`config.mk`:
```
export PLATFORM = sky130hd
export DESIGN_NAME = ppe_top
export DESIGN_NICKNAME = d
export VERILOG_FILES = /design/src/logic/ppe_pkg.sv /design/src/logic/ppe_sync.sv /design/src/logic/ppe_top.sv
export SDC_FILE = /design/constraint.sdc
export NUM_CORES = 1
export LEC_CHECK = 0
export ABC_CLOCK_PERIOD_IN_PS = 3400
export BUFFER_PORTS_ARGS = -buffer_cell sky130_fd_sc_hd__buf_2
export CORE_MARGIN = 3
export CORE_UTILIZATION = 56
export CTS_CLUSTER_SIZE = 8
export DETAILED_ROUTE_END_ITERATION = 12
export GPL_TIMING_DRIVEN = 0
export PLACE_DENSITY = 0.86
export SETUP_SLACK_MARGIN = 0.5
export SLEW_MARGIN = 10
export SYNTH_ARGS = -nofsm -noshare
export SYNTH_HDL_FRONTEND = slang
export SYNTH_SLANG_ARGS = --single-unit
export TNS_END_PERCENT = 50
```
`constraint.sdc`:
```
create_clock -name pclk -period 3.4 [get_ports pclk]
set_clock_uncertainty 0.15 [all_clocks]
set_input_delay 0.34 -clock pclk [delete_from_list [all_inputs] [get_ports pclk]]
set_output_delay 0.34 -clock pclk [all_outputs]
set_load 0.1 [all_outputs]
```
`src/logic/ppe_pkg.sv`:
```
// constants for the port p pull and edge interrupt block
package ppe_pkg;
	// register indices; byte address is four times the index
	localparam logic [7:0] IDX_PIN_DIRECTION = 8'h1a;
	localparam logic [7:0] IDX_PULL_ENABLE = 8'h1c;
	localparam logic [7:0] IDX_POLARITY_SELECT = 8'h1d;
	localparam logic [7:0] IDX_PIN_INTERRUPT_ENABLE = 8'h1e;
	localparam logic [7:0] IDX_PIN_INTERRUPT_FLAGS = 8'h1f;
	localparam logic [7:0] IDX_FLAG_CLEAR = 8'h20;
	// byte addresses on the apb address bus
	localparam logic [7:0] ADDR_PIN_DIRECTION = 8'h68;
	localparam logic [7:0] ADDR_PULL_ENABLE = 8'h70;
	localparam logic [7:0] ADDR_POLARITY_SELECT = 8'h74;
	localparam logic [7:0] ADDR_PIN_INTERRUPT_ENABLE = 8'h78;
	localparam logic [7:0] ADDR_PIN_INTERRUPT_FLAGS = 8'h7c;
	localparam logic [7:0] ADDR_FLAG_CLEAR = 8'h80;
	// widths
	localparam int PIN_COUNT = 8;
	localparam int ADDR_WIDTH = 8;
	localparam int DATA_WIDTH = 32;
	// reset values
	localparam logic [7:0] RST_PIN_DIRECTION = 8'h00;
	localparam logic [7:0] RST_PULL_ENABLE = 8'h00;
	localparam logic [7:0] RST_POLARITY_SELECT = 8'h00;
	localparam logic [7:0] RST_PIN_INTERRUPT_ENABLE = 8'h00;
	localparam logic [7:0] RST_PIN_INTERRUPT_FLAGS = 8'h00;
	// polarity encoding: 0 falling edge with pull-up, 1 rising with pull-down
	localparam logic POL_FALLING = 1'b0;
	localparam logic POL_RISING = 1'b1;
	// direction encoding
	localparam logic DIR_INPUT = 1'b0;
	localparam logic DIR_OUTPUT = 1'b1;
endpackage : ppe_pkg

```
`src/logic/ppe_sync.sv`:
```
// two flip-flop synchroniser for a vector of asynchronous pin levels
`timescale 1ns/1ns
module ppe_sync #(
	parameter int WIDTH = 8
) (
	input wire logic pclk,
	input wire logic presetn,
	input wire logic [WIDTH-1:0] async_in,
	output logic [WIDTH-1:0] sync_out
);
	import ppe_pkg::*;

	logic [WIDTH-1:0] stage1; // metastable stage, read only by stage two
	logic [WIDTH-1:0] next_stage1;
	logic [WIDTH-1:0] next_sync_out;

	// next values: plain shift through two stages
	always_comb begin
		next_stage1 = async_in;
		next_sync_out = stage1;
	end

	// registers; the reset low level is not a real pin sample, so the edge
	// logic downstream stays blind until both stages and the edge history have refilled
	always_ff @(posedge pclk or negedge presetn) begin
		if (!presetn) begin
			stage1 <= '0;
			sync_out <= '0;
		end else begin
			stage1 <= next_stage1;
			sync_out <= next_sync_out;
		end
	end
endmodule : ppe_sync

```
`src/logic/ppe_top.sv`:
```
// port p pull control and edge interrupt block with apb register slave
// Functional notes
// - pull acts only while pin is input
// - all pulls disabled after reset
// - falling polarity: falling edge flags, pull-up
// - rising polarity: rising edge flags, pull-down
// - enable bit masks or passes flag
// - active edge sets flag, sticky until cleared
// - write one clears flag, zero no effect
// - irq while any enabled flag set
// - flag one means edge since clear
// - direction zero input, one output, gates behaviour
`timescale 1ns/1ns
module ppe_top (
	input wire logic pclk,
	input wire logic presetn,
	input wire logic psel,
	input wire logic penable,
	input wire logic pwrite,
	input wire logic [ppe_pkg::ADDR_WIDTH-1:0] paddr,
	input wire logic [ppe_pkg::DATA_WIDTH-1:0] pwdata,
	output logic [ppe_pkg::DATA_WIDTH-1:0] prdata,
	output logic pready,
	output logic pslverr,
	input wire logic [ppe_pkg::PIN_COUNT-1:0] pin_in,
	output logic [ppe_pkg::PIN_COUNT-1:0] pin_direction_out,
	output logic [ppe_pkg::PIN_COUNT-1:0] pull_up_en,
	output logic [ppe_pkg::PIN_COUNT-1:0] pull_down_en,
	output logic irq
);
	import ppe_pkg::*;

	// software-visible state
	logic [7:0] pin_direction; // 1 = output
	logic [7:0] pull_enable; // per-pin pull device enable
	logic [7:0] polarity_select; // edge polarity and pull kind
	logic [7:0] pin_interrupt_enable; // per-pin flag mask
	logic [7:0] pin_interrupt_flags; // sticky edge flags
	logic [7:0] next_pin_direction;
	logic [7:0] next_pull_enable;
	logic [7:0] next_polarity_select;
	logic [7:0] next_pin_interrupt_enable;
	logic [7:0] next_pin_interrupt_flags;

	// bus side
	logic [DATA_WIDTH-1:0] next_prdata;
	logic wr_access; // access phase of a write
	logic rd_setup; // setup phase of a read; data captured here
	logic addr_hit; // address maps to a register
	logic [7:0] clr_vec; // flags to clear this cycle

	// pin side
	logic [7:0] pin_sync; // synchronised pin levels
	logic [7:0] pin_prev; // previous synchronised level
	logic [7:0] next_pin_prev;
	logic [7:0] rise_vec; // rising edges on synchronised pins
	logic [7:0] fall_vec; // falling edges on synchronised pins
	logic [7:0] in_mask; // pins configured as input
	logic [7:0] set_fall; // qualified falling-edge events
	logic [7:0] set_rise; // qualified rising-edge events
	logic [7:0] set_vec; // all qualified events
	logic [2:0] hist_warm; // fills with ones as real pin samples arrive
	logic [2:0] next_hist_warm;
	logic [7:0] armed; // all ones once the edge history is real

	// synchronise all pins before any edge logic looks at them
	ppe_sync #(
		.WIDTH(PIN_COUNT)
	) u_sync (
		.pclk(pclk),
		.presetn(presetn),
		.async_in(pin_in),
		.sync_out(pin_sync)
	);

	// zero wait states: every access completes in its first access cycle
	assign pready = 1'b1;
	assign wr_access = psel & penable & pwrite;
	assign rd_setup = psel & ~penable & ~pwrite;

	// address decode for the error response only; read and write decode paddr themselves
	always_comb begin
		if (paddr == ADDR_PIN_DIRECTION) begin
			addr_hit = 1'b1;
		end else if (paddr == ADDR_PULL_ENABLE) begin
			addr_hit = 1'b1;
		end else if (paddr == ADDR_POLARITY_SELECT) begin
			addr_hit = 1'b1;
		end else if (paddr == ADDR_PIN_INTERRUPT_ENABLE) begin
			addr_hit = 1'b1;
		end else if (paddr == ADDR_PIN_INTERRUPT_FLAGS) begin
			addr_hit = 1'b1;
		end else if (paddr == ADDR_FLAG_CLEAR) begin
			addr_hit = 1'b1;
		end else begin
			addr_hit = 1'b0;
		end
	end

	// unmapped addresses answer with an error in the access phase
	assign pslverr = psel & penable & ~addr_hit;

	// read data is registered in the setup phase so prdata is a flop
	always_comb begin
		next_prdata = prdata;
		if (rd_setup) begin
			next_prdata = '0;
			if (paddr == ADDR_PIN_DIRECTION) begin
				next_prdata[7:0] = pin_direction;
			end else if (paddr == ADDR_PULL_ENABLE) begin
				next_prdata[7:0] = pull_enable;
			end else if (paddr == ADDR_POLARITY_SELECT) begin
				next_prdata[7:0] = polarity_select;
			end else if (paddr == ADDR_PIN_INTERRUPT_ENABLE) begin
				next_prdata[7:0] = pin_interrupt_enable;
			end else if (paddr == ADDR_PIN_INTERRUPT_FLAGS) begin
				next_prdata[7:0] = pin_interrupt_flags;
			end else begin
				// clear register is write-only and reads zero
				next_prdata = '0;
			end
		end
	end

	// control register writes; only the low byte is implemented
	always_comb begin
		next_pin_direction = pin_direction;
		next_pull_enable = pull_enable;
		next_polarity_select = polarity_select;
		next_pin_interrupt_enable = pin_interrupt_enable;
		if (wr_access) begin
			if (paddr == ADDR_PIN_DIRECTION) begin
				next_pin_direction = pwdata[7:0];
			end else if (paddr == ADDR_PULL_ENABLE) begin
				next_pull_enable = pwdata[7:0];
			end else if (paddr == ADDR_POLARITY_SELECT) begin
				next_polarity_select = pwdata[7:0];
			end else if (paddr == ADDR_PIN_INTERRUPT_ENABLE) begin
				next_pin_interrupt_enable = pwdata[7:0];
			end
		end
	end

	// write-one-to-clear; flags register and clear register act alike
	always_comb begin
		clr_vec = 8'h00;
		if (wr_access) begin
			if (paddr == ADDR_PIN_INTERRUPT_FLAGS) begin
				clr_vec = pwdata[7:0];
			end else if (paddr == ADDR_FLAG_CLEAR) begin
				clr_vec = pwdata[7:0];
			end
		end
	end

	// edge detection on synchronised levels, one pulse per transition
	// a pin held high through reset would otherwise look like a rising edge
	// while the two sync stages and the history refill from their zeros
	always_comb begin
		next_pin_prev = pin_sync;
		next_hist_warm = {hist_warm[1:0], 1'b1};
		armed = {8{hist_warm[2]}};
		rise_vec = pin_sync & ~pin_prev;
		fall_vec = ~pin_sync & pin_prev;
		in_mask = ~pin_direction;
		set_fall = fall_vec & ~polarity_select & in_mask & armed;
		set_rise = rise_vec & polarity_select & in_mask & armed;
		set_vec = set_fall | set_rise;
	end

	// sticky flags; an edge in the same cycle as its clear still sets
	always_comb begin
		next_pin_interrupt_flags =
			(pin_interrupt_flags & ~clr_vec) | set_vec;
	end

	// pull devices follow enable, polarity and direction combinationally
	always_comb begin
		pull_up_en = pull_enable & ~polarity_select & in_mask;
		pull_down_en = pull_enable & polarity_select & in_mask;
	end

	// level interrupt while any unmasked flag stands
	assign irq = |(pin_interrupt_flags & pin_interrupt_enable);
	assign pin_direction_out = pin_direction;

	// registers of all state groups; defined values from reset
	always_ff @(posedge pclk or negedge presetn) begin
		if (!presetn) begin
			pin_direction <= RST_PIN_DIRECTION;
			pull_enable <= RST_PULL_ENABLE;
			polarity_select <= RST_POLARITY_SELECT;
			pin_interrupt_enable <= RST_PIN_INTERRUPT_ENABLE;
			pin_interrupt_flags <= RST_PIN_INTERRUPT_FLAGS;
			pin_prev <= '0;
			hist_warm <= '0;
			prdata <= '0;
		end else begin
			pin_direction <= next_pin_direction;
			pull_enable <= next_pull_enable;
			polarity_select <= next_polarity_select;
			pin_interrupt_enable <= next_pin_interrupt_enable;
			pin_interrupt_flags <= next_pin_interrupt_flags;
			pin_prev <= next_pin_prev;
			hist_warm <= next_hist_warm;
			prdata <= next_prdata;
		end
	end

	// no pull device may act on an output pin
	property p_pull_output_off;
		@(posedge pclk) disable iff (!presetn)
		((pull_up_en | pull_down_en) & pin_direction) == 8'h00;
	endproperty
	a_pull_output_off: assert property (p_pull_output_off)
		else $error("pull active on output pin");

	// first edge out of reset shows no pull device
	property p_reset_pulls_off;
		@(posedge pclk)
		$rose(presetn) |-> (pull_up_en | pull_down_en) == 8'h00;
	endproperty
	a_reset_pulls_off: assert property (p_reset_pulls_off)
		else $error("pull enabled after reset");

	// a qualified falling edge is flagged on the next edge
	property p_fall_sets;
		@(posedge pclk) disable iff (!presetn)
		(set_fall != 8'h00) |=> ($past(set_fall) & ~pin_interrupt_flags)
			== 8'h00;
	endproperty
	a_fall_sets: assert property (p_fall_sets)
		else $error("falling edge not flagged");

	// a qualified rising edge is flagged on the next edge
	property p_rise_sets;
		@(posedge pclk) disable iff (!presetn)
		(set_rise != 8'h00) |=> ($past(set_rise) & ~pin_interrupt_flags)
			== 8'h00;
	endproperty
	a_rise_sets: assert property (p_rise_sets)
		else $error("rising edge not flagged");

	// fully masked flags never raise the interrupt
	property p_mask_blocks;
		@(posedge pclk) disable iff (!presetn)
		((pin_interrupt_flags & pin_interrupt_enable) == 8'h00) |-> !irq;
	endproperty
	a_mask_blocks: assert property (p_mask_blocks)
		else $error("masked flag raised interrupt");

	// a set flag without a clear stays set
	property p_flag_sticky;
		@(posedge pclk) disable iff (!presetn)
		(clr_vec == 8'h00) |=> (($past(pin_interrupt_flags)
			& ~pin_interrupt_flags) == 8'h00);
	endproperty
	a_flag_sticky: assert property (p_flag_sticky)
		else $error("flag dropped without clear");

	// written ones clear unless an edge lands in the same cycle
	property p_w1c;
		@(posedge pclk) disable iff (!presetn)
		(clr_vec != 8'h00) |=> (pin_interrupt_flags & $past(clr_vec)
			& ~$past(set_vec)) == 8'h00;
	endproperty
	a_w1c: assert property (p_w1c)
		else $error("write one did not clear flag");

	// an enabled flag raises the interrupt
	property p_irq_raise;
		@(posedge pclk) disable iff (!presetn)
		((pin_interrupt_flags & pin_interrupt_enable) != 8'h00) |-> irq;
	endproperty
	a_irq_raise: assert property (p_irq_raise)
		else $error("enabled flag without interrupt");

	// a flag only rises after a qualified edge
	property p_flag_cause;
		@(posedge pclk) disable iff (!presetn)
		##1 ((pin_interrupt_flags & ~$past(pin_interrupt_flags)
			& ~$past(set_vec)) == 8'h00);
	endproperty
	a_flag_cause: assert property (p_flag_cause)
		else $error("flag set with no edge");

	// a pin configured as output never raises a new flag
	property p_output_no_flag;
		@(posedge pclk) disable iff (!presetn)
		##1 ((pin_interrupt_flags & ~$past(pin_interrupt_flags)
			& $past(pin_direction)) == 8'h00);
	endproperty
	a_output_no_flag: assert property (p_output_no_flag)
		else $error("output pin raised a flag");

	// one transition yields one event pulse, never two in a row
	property p_single_event;
		@(posedge pclk) disable iff (!presetn)
		(set_vec != 8'h00) |=> (set_vec & $past(set_vec)) == 8'h00;
	endproperty
	a_single_event: assert property (p_single_event)
		else $error("one edge produced two events");
endmodule : ppe_top

```
After elaboration in Yosys (flattened, before gate mapping)
Index checks and enable logic that the tools add are counted.

word-level totals
  flip-flop bits (word level) = 75
  output and inout port bits = 59
  word-level logic and storage cells = 67

operators by class
  equal/unequal tests = 6
  muxes and demuxes = 14
  bitwise logic cells = 32
  reductions and logical operators = 5

operators by type and width
  kind                  count
  $and A8 B8 Y8         14
  $mux W8               8
  $eq A8 B7 Y1 const B  5
  $not A8 Y8            5
  $or A8 B8 Y8          2
  $eq A8 B8 Y1 const B  1
  $reduce_or A8 Y1      1
  $mux W1               6
  $not A1 Y1            6
  $and A1 B1 Y1         5
  $reduce_and A5 Y1     1
  $reduce_and A4 Y1     1
  $reduce_and A3 Y1     1
  $reduce_and A2 Y1     1

Longest topological paths before layout
Gate-level depths: netlist of run 1.

  word-level depth = 9
  gate-level depth with buffers = 6
  depth with buffers taken out = 3

Modules after synthesis
From an unflattened synthesis of run 1, not the netlist that was laid out.

second synthesis, totals
  cell total of the unflattened synthesis = 305
  area total of the unflattened synthesis = 3709.8 um2

modules (own cells, without submodules)
  module    times used  cells an instance  area each (um2)  seq. area each (um2)
  ppe_top   1           289                3309.4           1476.4
  ppe_sync  1           16                 400.4            400.4

Worst setup path after synthesis of run 1
No wires, ideal clock.

  path kind = reg-to-output
  start = register pin_direction[6], in the netlist pin_direction_out[6]
  end = output port pull_up_en[6] in the netlist's numbering
  arrival time = 3.127 ns
  required time = 2.910 ns
  slack = -0.217 ns
  cell stages (with the launch flop) = 2
  buffers on the path = 0
  cell sequence = dfrtp_1 nor3b_1

on the way
  cells in the longest elaborated chain, start to end = 2

RTL lines
  item                      line            text
  start: declaration        ppe_top.sv:34   logic [7:0] pin_direction;
  start signal: assignment  ppe_top.sv:199  pin_direction <= next_pin_direction;
  $not A8 Y8                ppe_top.sv:165  in_mask = ~pin_direction;
  $and A8 B8 Y8             ppe_top.sv:179  pull_up_en = pull_enable & ~polarity_select & in_mask;
  end: declaration          ppe_top.sv:27   output logic [ppe_pkg::PIN_COUNT-1:0] pull_up_en,

Every way passes these cells.

Worst setup path after layout of run 1
  start = input port paddr[2] in the netlist's numbering
  end = output port pslverr

on the way
  cells in the longest elaborated chain, start to end = 9
  elaborated cells on any way between the ends = 14
  those cells by class = eq/ne: 6; mux: 6; bitwise: 2

RTL lines
  item                line            text
  start: declaration  ppe_top.sv:20   input wire logic [ppe_pkg::ADDR_WIDTH-1:0] paddr,
  $eq A8 B8 Y1        ppe_top.sv:93   end else if (paddr == ADDR_FLAG_CLEAR) begin
  $mux W1             ppe_top.sv:93
  $mux W1             ppe_top.sv:91   end else if (paddr == ADDR_PIN_INTERRUPT_FLAGS) begin
  $mux W1             ppe_top.sv:89   end else if (paddr == ADDR_PIN_INTERRUPT_ENABLE) begin
  $mux W1             ppe_top.sv:87   end else if (paddr == ADDR_POLARITY_SELECT) begin
  $mux W1             ppe_top.sv:85   end else if (paddr == ADDR_PULL_ENABLE) begin
  $mux W1 (*)         ppe_top.sv:83   if (paddr == ADDR_PIN_DIRECTION) begin
  $not A1 Y1 (*)      ppe_top.sv:101  assign pslverr = psel & penable & ~addr_hit;
  $and A1 B1 Y1 (*)   ppe_top.sv:101
  end: declaration    ppe_top.sv:24   output logic pslverr,

Mark *: on every way between the ends. The rest lies on a longest branch, timed or not.

==> results.toml, run 1 <==
[status]
status = "completed"

[drt]
route.detailed.drc = 0
drtIter0Drc = 360
drtAntennaViolNets = 0
wirelength_um = 8990
drt_pass1_iterations = 4
vias_per_cell = 5.88
vias = 2907
drt-wirelength-per-cell_um = 18.2

[setup_path]
critPathLaunchType = "input pin"
endpoint_kind = "output pin"
critical_path.slowest_cell = "buf_2"
path_max_fanout = 10
path_common_cell = "buf_2"
slowest_delay_ns = 0.47
r2r-start = "pin_direction_out[3]"
arrival_ns = 2.07
critPathRequiredTime_ns = 2.91
setup.worst_path.start = "paddr[2]"
crit_chain = "buf_2, buf_2, or4bb_1, clkbuf_1, a21oi_1, nor3_1, buf_2"
worstSetupPathType = "input pin to output pin"

[synthesis]
ys_ff_latch = 75
ys_types = 39
syn_area_per_cell_um2 = 12.2
synthesis.area_um2 = 3710
synthCells = 305
yosysWarnings = 0
seq_area_frac_synth_pct = 50.6

[final_layout]
final_common_cell = "dfrtp_1"
fin_util_pct = 71.8
design_area_um2 = 4590
fin_nets = 465
diodes = 0
layout-drive-gt1-share_pct = 37.4
area_growth_pct = 23.6
layout_common_cells = "dfrtp_1 (75), buf_2 (66), buf_4 (26), conb_1 (26)"

[sta]
hold_viol = 0
finalSetupViolCount = 0
period_share_pct = 75.3
worst_slew_pin_slew_ns = 0.941
slew_violations = 0
maxClockFrequency_mhz = 390
relSlewSlack_pct = 36.7
fin_setup_tns_ns = 0
fin_crit_ns = 2.56
rsz0062_at_grt = "false"

[cts]
hold_buffers = 9
tritoncts = "yes"
clk_pin_slew_ns = 0.08
root_buffer = "clkbuf_8"
clock_latency_ns = 0.34
numClockSinks = 75
cts_buffers = 9
ctsResizeCount = 0
cts.path.max_buffers = 2
postCtsSetupBuffers = 0
ctsHtreeMaxLevel = 3

[grt]
grt_usage_pct = 24.8
grt_max_degree = 44
grt_pass1_wl_um = 14200
overflow = 0
grt_pass1_vias = 2790
grt_antenna_before_repair = 0

[power]
leakagePower_uw = 0.00234
p_per_area_nw_per_um2 = 450
swShare_pct = 28.5
ir_drop_uv = 351
p_int_uw = 1480
pwr-share-comb_pct = 15.3
seq_power_share_pct = 45.0
switching_power_uw = 588
clockPowerShare_pct = 39.7

[floorplan]
core_area_um2 = 6390
io_pins = 112
dieArea_um2 = 7640
start_util_pct = 58.1
rows = 29
die-height_um = 87.4
die_x_um = 87.4

[hold_path]
hp-start = "pwdata[2]"
worstHoldPathType = "input pin to flip-flop"

[placement]
dp_hpwl_um = 6110
place_congestion = 0.866
numPortBuffers = 62
detailed_place.area_um2 = 4260

[run]
drv_cap = 0
==> synthesized netlist by cell type <==
cell type / number / area, um2
mux2_2: 24 / 270
o21ai_0: 24 / 120
nor4_1: 1 / 6.26
buf_2: 5 / 25.0
dfrtp_1: 75 / 1880
and4b_1: 1 / 10.0
buf_1: 1 / 3.75
or4_1: 3 / 22.5
or4b_2: 1 / 10.0
nor2b_1: 8 / 50.1
or3b_2: 1 / 8.76
nor3_1: 2 / 10.0
nand3_1: 9 / 45.0
buf_4: 25 / 188
o22a_1: 6 / 52.6
or4bb_1: 1 / 11.3
mux2_4: 8 / 120
o22a_2: 2 / 20.0
mux2i_1: 16 / 160
nand3b_1: 1 / 7.51
and3b_1: 16 / 140
or2_2: 1 / 6.26
clkbuf_1: 8 / 30.0
a22oi_1: 4 / 30.0
or4_4: 1 / 11.3
inv_1: 9 / 33.8
nor3b_4: 1 / 18.8
nor4bb_1: 8 / 80.1
a21oi_1: 1 / 5.00
nand4b_1: 1 / 8.76
nand4_1: 1 / 6.26
a32oi_1: 8 / 70.1
conb_1: 2 / 7.51
o211ai_1: 1 / 7.51
or3_1: 1 / 6.26
nor3b_1: 16 / 120
o221ai_1: 8 / 70.1
or3b_1: 1 / 8.76
buf_6: 3 / 33.8
==> area by class of cell <==
| type | count | area [um2] |
|---|---|---|
| fillers | 461 | 1800 |
| repair buffers | 72 | 423 |
| clock buffers | 9 | 124 |
| clock inverters | 7 | 116 |
| inverters | 9 | 33.8 |
| flip-flops and latches | 75 | 1880 |
| well taps | 77 | 96.3 |
| multi-input cells | 203 | 1640 |
| plain buffers | 42 | 280 |
==> metrics by stage <==
stage          setup WS (ns)  power (uW)  instances  hold WS [ns]
3_5_place_dp           0.927        1250        469         0.155
4_1_cts                0.920        2070        494         0.124
5_1_grt                0.730        2130        494         0.131
2_1_floorplan         -0.196        1180        329        -0.106
6_report               0.839        2070        494         0.139
3_3_place_gp           0.971        1240        468         0.182
==> logic make-up (layout without fill, tap and decap cells) <==
logic type      count (synthesis)  in the layout  share of synthesized area, %
compound gates                 54             54                          10.1
flops                          75             75                          50.6
other cells                     2             26                         0.202
mux                            48             48                          14.8
simple gates                   75             75                          15.8
buf+inv                        51            139                          8.46
==> routing by layer <==
metal | vias up | wire length (um) | track usage [%]
met1 | 1429 | 3700 | 33.2
li1 | 1303 | - | -
met2 | 144 | 4310 | 39.2
met5 | - | 0 | 0
met4 | 0 | 253 | 11.7
met3 | 31 | 716 | 4.45
==> flip-flops by register name, indices dropped and copies added, names as in the netlist <==
name	count
u_sync.next_sync_out	8
pin_interrupt_enable	8
pull_enable	8
hist_warm	3
prdata	8
polarity_select	8
pin_interrupt_flags	8
u_sync.sync_out	8
pin_direction_out	8
pin_prev	8
==> power groups by stage <==
stage	clock network, uW	logic, uW	registers (uW)
after floorplan	0	224	956
after global placement	0	298	945
after detailed placement	0	305	948
after CTS	830	314	930
after global routing	870	331	934
final	821	316	930
==> critical path: cells and delay by family <==
family	cells	cell delay, ns
AND/OR/NAND/NOR	2	0.41
AO/OA/AOI/OAI	1	0.12
buffers and inverters	4	1.19
==> final timing paths <==
path / slack [ns] / depth (start not counted) / end
setup / recovery: 0.84 / 7 / pslverr
hold / removal: 0.14 / 2 / pin_interrupt_enable[2]
setup reg to reg: 2.13 / 3 / prdata[3]
hold reg to reg: 0.20 / 0 / u_sync.sync_out[4]
max in group asynchronous: 2.23 / 3 / pin_interrupt_flags[7]
min in group asynchronous: 0.31 / 2 / hist_warm[1]
Power figures use the tool's default switching activity.
==> run 2: changes to the inputs <==
- ABC_CLOCK_PERIOD_IN_PS: 3400 -> 2300
- CORE_UTILIZATION: 56 -> 47
- PLACE_DENSITY: 0.86 -> 0.77
- clock period: 3.4 -> 2.3 ns (I/O delays scaled with it)
==> results.toml, run 2 (synthesis results as in run 1) <==
[run]
drv_cap = 0

[floorplan]
dieArea_um2 = 9000
die_x_um = 94.9
die-height_um = 94.9
core_area_um2 = 7450
rows = 31
io_pins = 112
start_util_pct = 49.8

[drt]
drt_pass1_iterations = 4
wirelength_um = 9080
vias = 2931
drt-wirelength-per-cell_um = 17.1
route.detailed.drc = 0
drtIter0Drc = 170
vias_per_cell = 5.53
drtAntennaViolNets = 0

[sta]
period_share_pct = 81.5
worst_slew_pin_slew_ns = 0.911
slew_violations = 0
hold_viol = 0
maxClockFrequency_mhz = 534
rsz0062_at_grt = "true"
fin_crit_ns = 1.87
relSlewSlack_pct = 38.8
finalSetupViolCount = 0
fin_setup_tns_ns = 0
worst_hold_slack_ns = 0.0312

[cts]
cts.path.max_buffers = 2
ctsHtreeMaxLevel = 3
clk_pin_slew_ns = 0.08
numClockSinks = 75
tritoncts = "yes"
cts_buffers = 9
root_buffer = "clkbuf_8"
clock_latency_ns = 0.34

[setup_path]
arrival_ns = 1.49
path_max_fanout = 5
worstSetupPathType = "input pin to output pin"
rr_worst_depth = 5
critPathLaunchType = "input pin"
endpoint_kind = "output pin"
critPathRequiredTime_ns = 1.92

[grt]
overflow = 0
grt_antenna_before_repair = 0
grt_pass1_wl_um = 14100
grt_usage_pct = 20.7
grt_max_degree = 54
grt_pass1_vias = 2720

[final_layout]
layout_common_cells = "dfrtp_1 (67), buf_4 (55), buf_2 (40)"
fin_nets = 479
layout-drive-gt1-share_pct = 47.1
diodes = 0
fin_util_pct = 67.5
area_growth_pct = 35.3
final_common_cell = "dfrtp_1"
design_area_um2 = 5020

[placement]
numPortBuffers = 62
dp_hpwl_um = 5990
place_congestion = 0.856
detailed_place.area_um2 = 4450

[status]
status = "completed"

[power]
leakagePower_uw = 0.00244
ir_drop_uv = 436
p_per_area_nw_per_um2 = 596

[hold_path]
worstHoldPathType = "input pin to flip-flop"
worstHoldPathCells = 2
run 2: cell types whose count changed in the layout (fill, tap and decap cells not counted), moves of 5 or more:
cell,before,now
dfrtp_1,75,67
buf_6,3,8
dfrtp_4,0,7
nor3b_4,1,9
clkbuf_1,8,2
and3b_2,0,8
buf_4,26,55
buf_2,66,40
and3b_1,16,8
run 2: through the flow:
stage | std cells | setup slack [ns] | power, uW
6_report | 530 | 0.427 | 2990
5_1_grt | 530 | 0.384 | 3100
4_1_cts | 520 | 0.388 | 2990
3_5_place_dp | 491 | -0.0467 | 1870
3_3_place_gp | 490 | 0.00874 | 1850
2_1_floorplan | 329 | 0.367 | 1760
run 2: path summary, 6_finish.rpt:
check	startpoint	to	slack, ns
setup / recovery	paddr[1]	pslverr	0.43
max in group asynchronous	presetn	pin_direction_out[7]	1.26
min in group asynchronous	presetn	hist_warm[1]	0.17
setup reg to reg	pin_interrupt_flags[0]	prdata[0]	1.00
hold reg to reg	u_sync.next_sync_out[6]	u_sync.sync_out[6]	0.20
hold / removal	pwdata[4]	polarity_select[4]	0.03
run 2: cell type report:
| type | count | area, um2 |
|---|---|---|
| Fill cell | 568 | 2420 |
| Sequential cell | 75 | 1900 |
| Multi-Input combinational cell | 203 | 1770 |
| Timing Repair Buffer | 86 | 638 |
| Buffer | 42 | 339 |
| Clock buffer | 10 | 128 |
| Tap cell | 99 | 124 |
| Clock inverter | 6 | 88.8 |
| Inverter | 9 | 33.8 |
run 2: power by group:
| group | internal [uW] | switching [uW] | total, uW |
|---|---|---|---|
| sequential | 1350 | 25.6 | 1380 |
| clock | 613 | 492 | 1100 |
| combinational | 150 | 359 | 510 |
run 2: timing repair:
item,4_1_cts,5_1_grt
endpoints found under the setup margin,38,47
hold endpoints to repair,83,0
hold buffers,9,0
buffers inserted,4,10
resized for setup,21,47
pin swaps,4,6
gates cloned,0,0
run 2: critical path, cell delays in order:
cell      delay, ns
buf_8          0.10
or4_4          0.53
buf_6          0.13
o211ai_1       0.25
nor3_4         0.07
buf_12         0.18
run 2: routing by layer:
metal | up-vias | share of wire [%] | GRT usage [%]
met1 | 1456 | 43 | 28.6
li1 | 1345 | - | -
met5 | - | 0 | 0
met4 | 0 | 1.9 | 8.29
met2 | 114 | 48 | 33.0
met3 | 16 | 6.9 | 3.11
==> run 3: changes to the inputs <==
- ABC_CLOCK_PERIOD_IN_PS: 2300 -> 1700
- clock period: 2.3 -> 1.7 ns (I/O delays scaled with it)
==> results.toml, run 3 (synthesis results as in run 1) <==
[status]
status = "finished, violations left"
violations = "setup timing"

[drt]
vias = 3290
wirelength_um = 12400
drtIter0Drc = 268
drt_pass1_iterations = 5
drtAntennaViolNets = 0
route.detailed.drc = 0
vias_per_cell = 5.72
drt-wirelength-per-cell_um = 21.6

[cts]
ctsHtreeMaxLevel = 3
cts_buffers = 9
cts.path.max_buffers = 2
clk_pin_slew_ns = 0.08
root_buffer = "clkbuf_8"
tritoncts = "yes"
numClockSinks = 75
clock_latency_ns = 0.34

[power]
leakagePower_uw = 0.00290
p_per_area_nw_per_um2 = 679
total_power_uw = 4250
ir_drop_uv = 575

[sta]
hold_viol = 0
worst_slew_pin_slew_ns = 0.737
layout_setup_ws_ns = -0.0957
fin_crit_ns = 1.80
rsz0062_at_grt = "true"
relSlewSlack_pct = 50.5
finalSetupViolCount = 9
maxClockFrequency_mhz = 557
slew_violations = 0
period_share_pct = 106
fin_setup_tns_ns = -0.208

[setup_path]
r2r-start = "pin_direction_out[3]"
rr_worst_depth = 5
crit_chain = "buf_6, or4b_4, clkbuf_8, o211ai_1, nor3_4, buf_12"
path_max_fanout = 2
worstSetupPathType = "input pin to output pin"
slowest_delay_ns = 0.55
critPathRequiredTime_ns = 1.38
setup.worst_path.start = "paddr[6]"
rr_endpoint = "prdata[3]"
rrSetupSlack_ns = 0.19
critPathLaunchType = "input pin"
arrival_ns = 1.48
endpoint = "pslverr"
critical_path.slowest_cell = "or4b_4"
endpoint_kind = "output pin"

[grt]
overflow = 0
grt_usage_pct = 27.7
grt_pass1_wl_um = 18500
grt_antenna_before_repair = 0
grt_max_degree = 52
grt_pass1_vias = 3445

[final_layout]
layout_common_cells = "buf_4 (65), dfrtp_1 (60), buf_12 (34)"
multiInputGateArea_um2 = 2020
nFillCells = 378
fin_nets = 524
layout-drive-gt1-share_pct = 56.5
final-seq-area_um2 = 1920
fin_util_pct = 84.0
area_growth_pct = 68.6
diodes = 0
final_common_cell = "buf_4"
final_cell_count_no_fill = 575

[placement]
numPortBuffers = 62
dp_cells = 491
dp_hpwl_um = 6180
place_congestion = 0.879

[floorplan]
start_util_pct = 49.8
die-height_um = 94.9
rows = 31
dieArea_um2 = 9000
die_x_um = 94.9
core_area_um2 = 7450
io_pins = 112

[hold_path]
worstHoldPathType = "input pin to async pin"

[run]
drv_cap = 0
## run 3: cell type report
type | count | share of cell area [%]
well taps | 99 | 1.98
plain buffers | 42 | 7.02
inverters | 9 | 0.540
multi-input cells | 203 | 32.3
flip-flops and latches | 75 | 30.6
repair buffers | 131 | 23.9
clock buffers | 10 | 2.20
clock inverters | 6 | 1.42
## run 3: worst max-delay path: cells and delay by family
| family | cells | cell delay (ns) |
|---|---|---|
| compound gates | 1 | 0.25 |
| simple gates | 2 | 0.62 |
| buf+inv | 3 | 0.43 |
## run 3: where the power goes
| group | internal [uW] | switching, uW | total [uW] |
|---|---|---|---|
| Sequential | 1830 | 39.3 | 1870 |
| Combinational | 292 | 535 | 827 |
| Clock | 866 | 686 | 1550 |
## run 3: layer usage
metal	wire length [um]	vias up	track usage (%)	part of all wire, %
met3	981	48	5.74	7.9
met5	0	-	0	0
met4	594	0	12.9	4.8
met2	6010	191	45.5	48
li1	-	1421	-	-
met1	4820	1630	35.0	39
## run 3: worst min path at each step
stage | from | to | slack, ns
finish | presetn | hist_warm[1] | 0.11
global route | presetn | u_sync.next_sync_out[6] | 0.12
CTS | presetn | hist_warm[1] | 0.1
detailed placement | presetn | hist_warm[1] | -0.05
global placement | pin_in[4] | u_sync.next_sync_out[4] | 0.13
floorplan | presetn | hist_warm[0] | -0.28
## run 3: timing repair
item                                    in CTS  in global routing
pin swaps                                   41                 25
setup buffers                               32                 19
hold buffers                                17                  0
hold endpoints to repair                   115                  0
gates resized for setup                    230                 21
endpoints found under the setup margin      82                 82
## run 3: through the flow
stage	worst slack, ns	area, um2	hold slack (ns)
3_5_place_dp	-0.596	4520	-0.0506
6_report	-0.0957	6260	0.106
4_1_cts	-0.0784	6040	0.0998
5_1_grt	-0.145	6260	0.117
3_3_place_gp	-0.567	4480	0.128
2_1_floorplan	-0.173	4050	-0.276
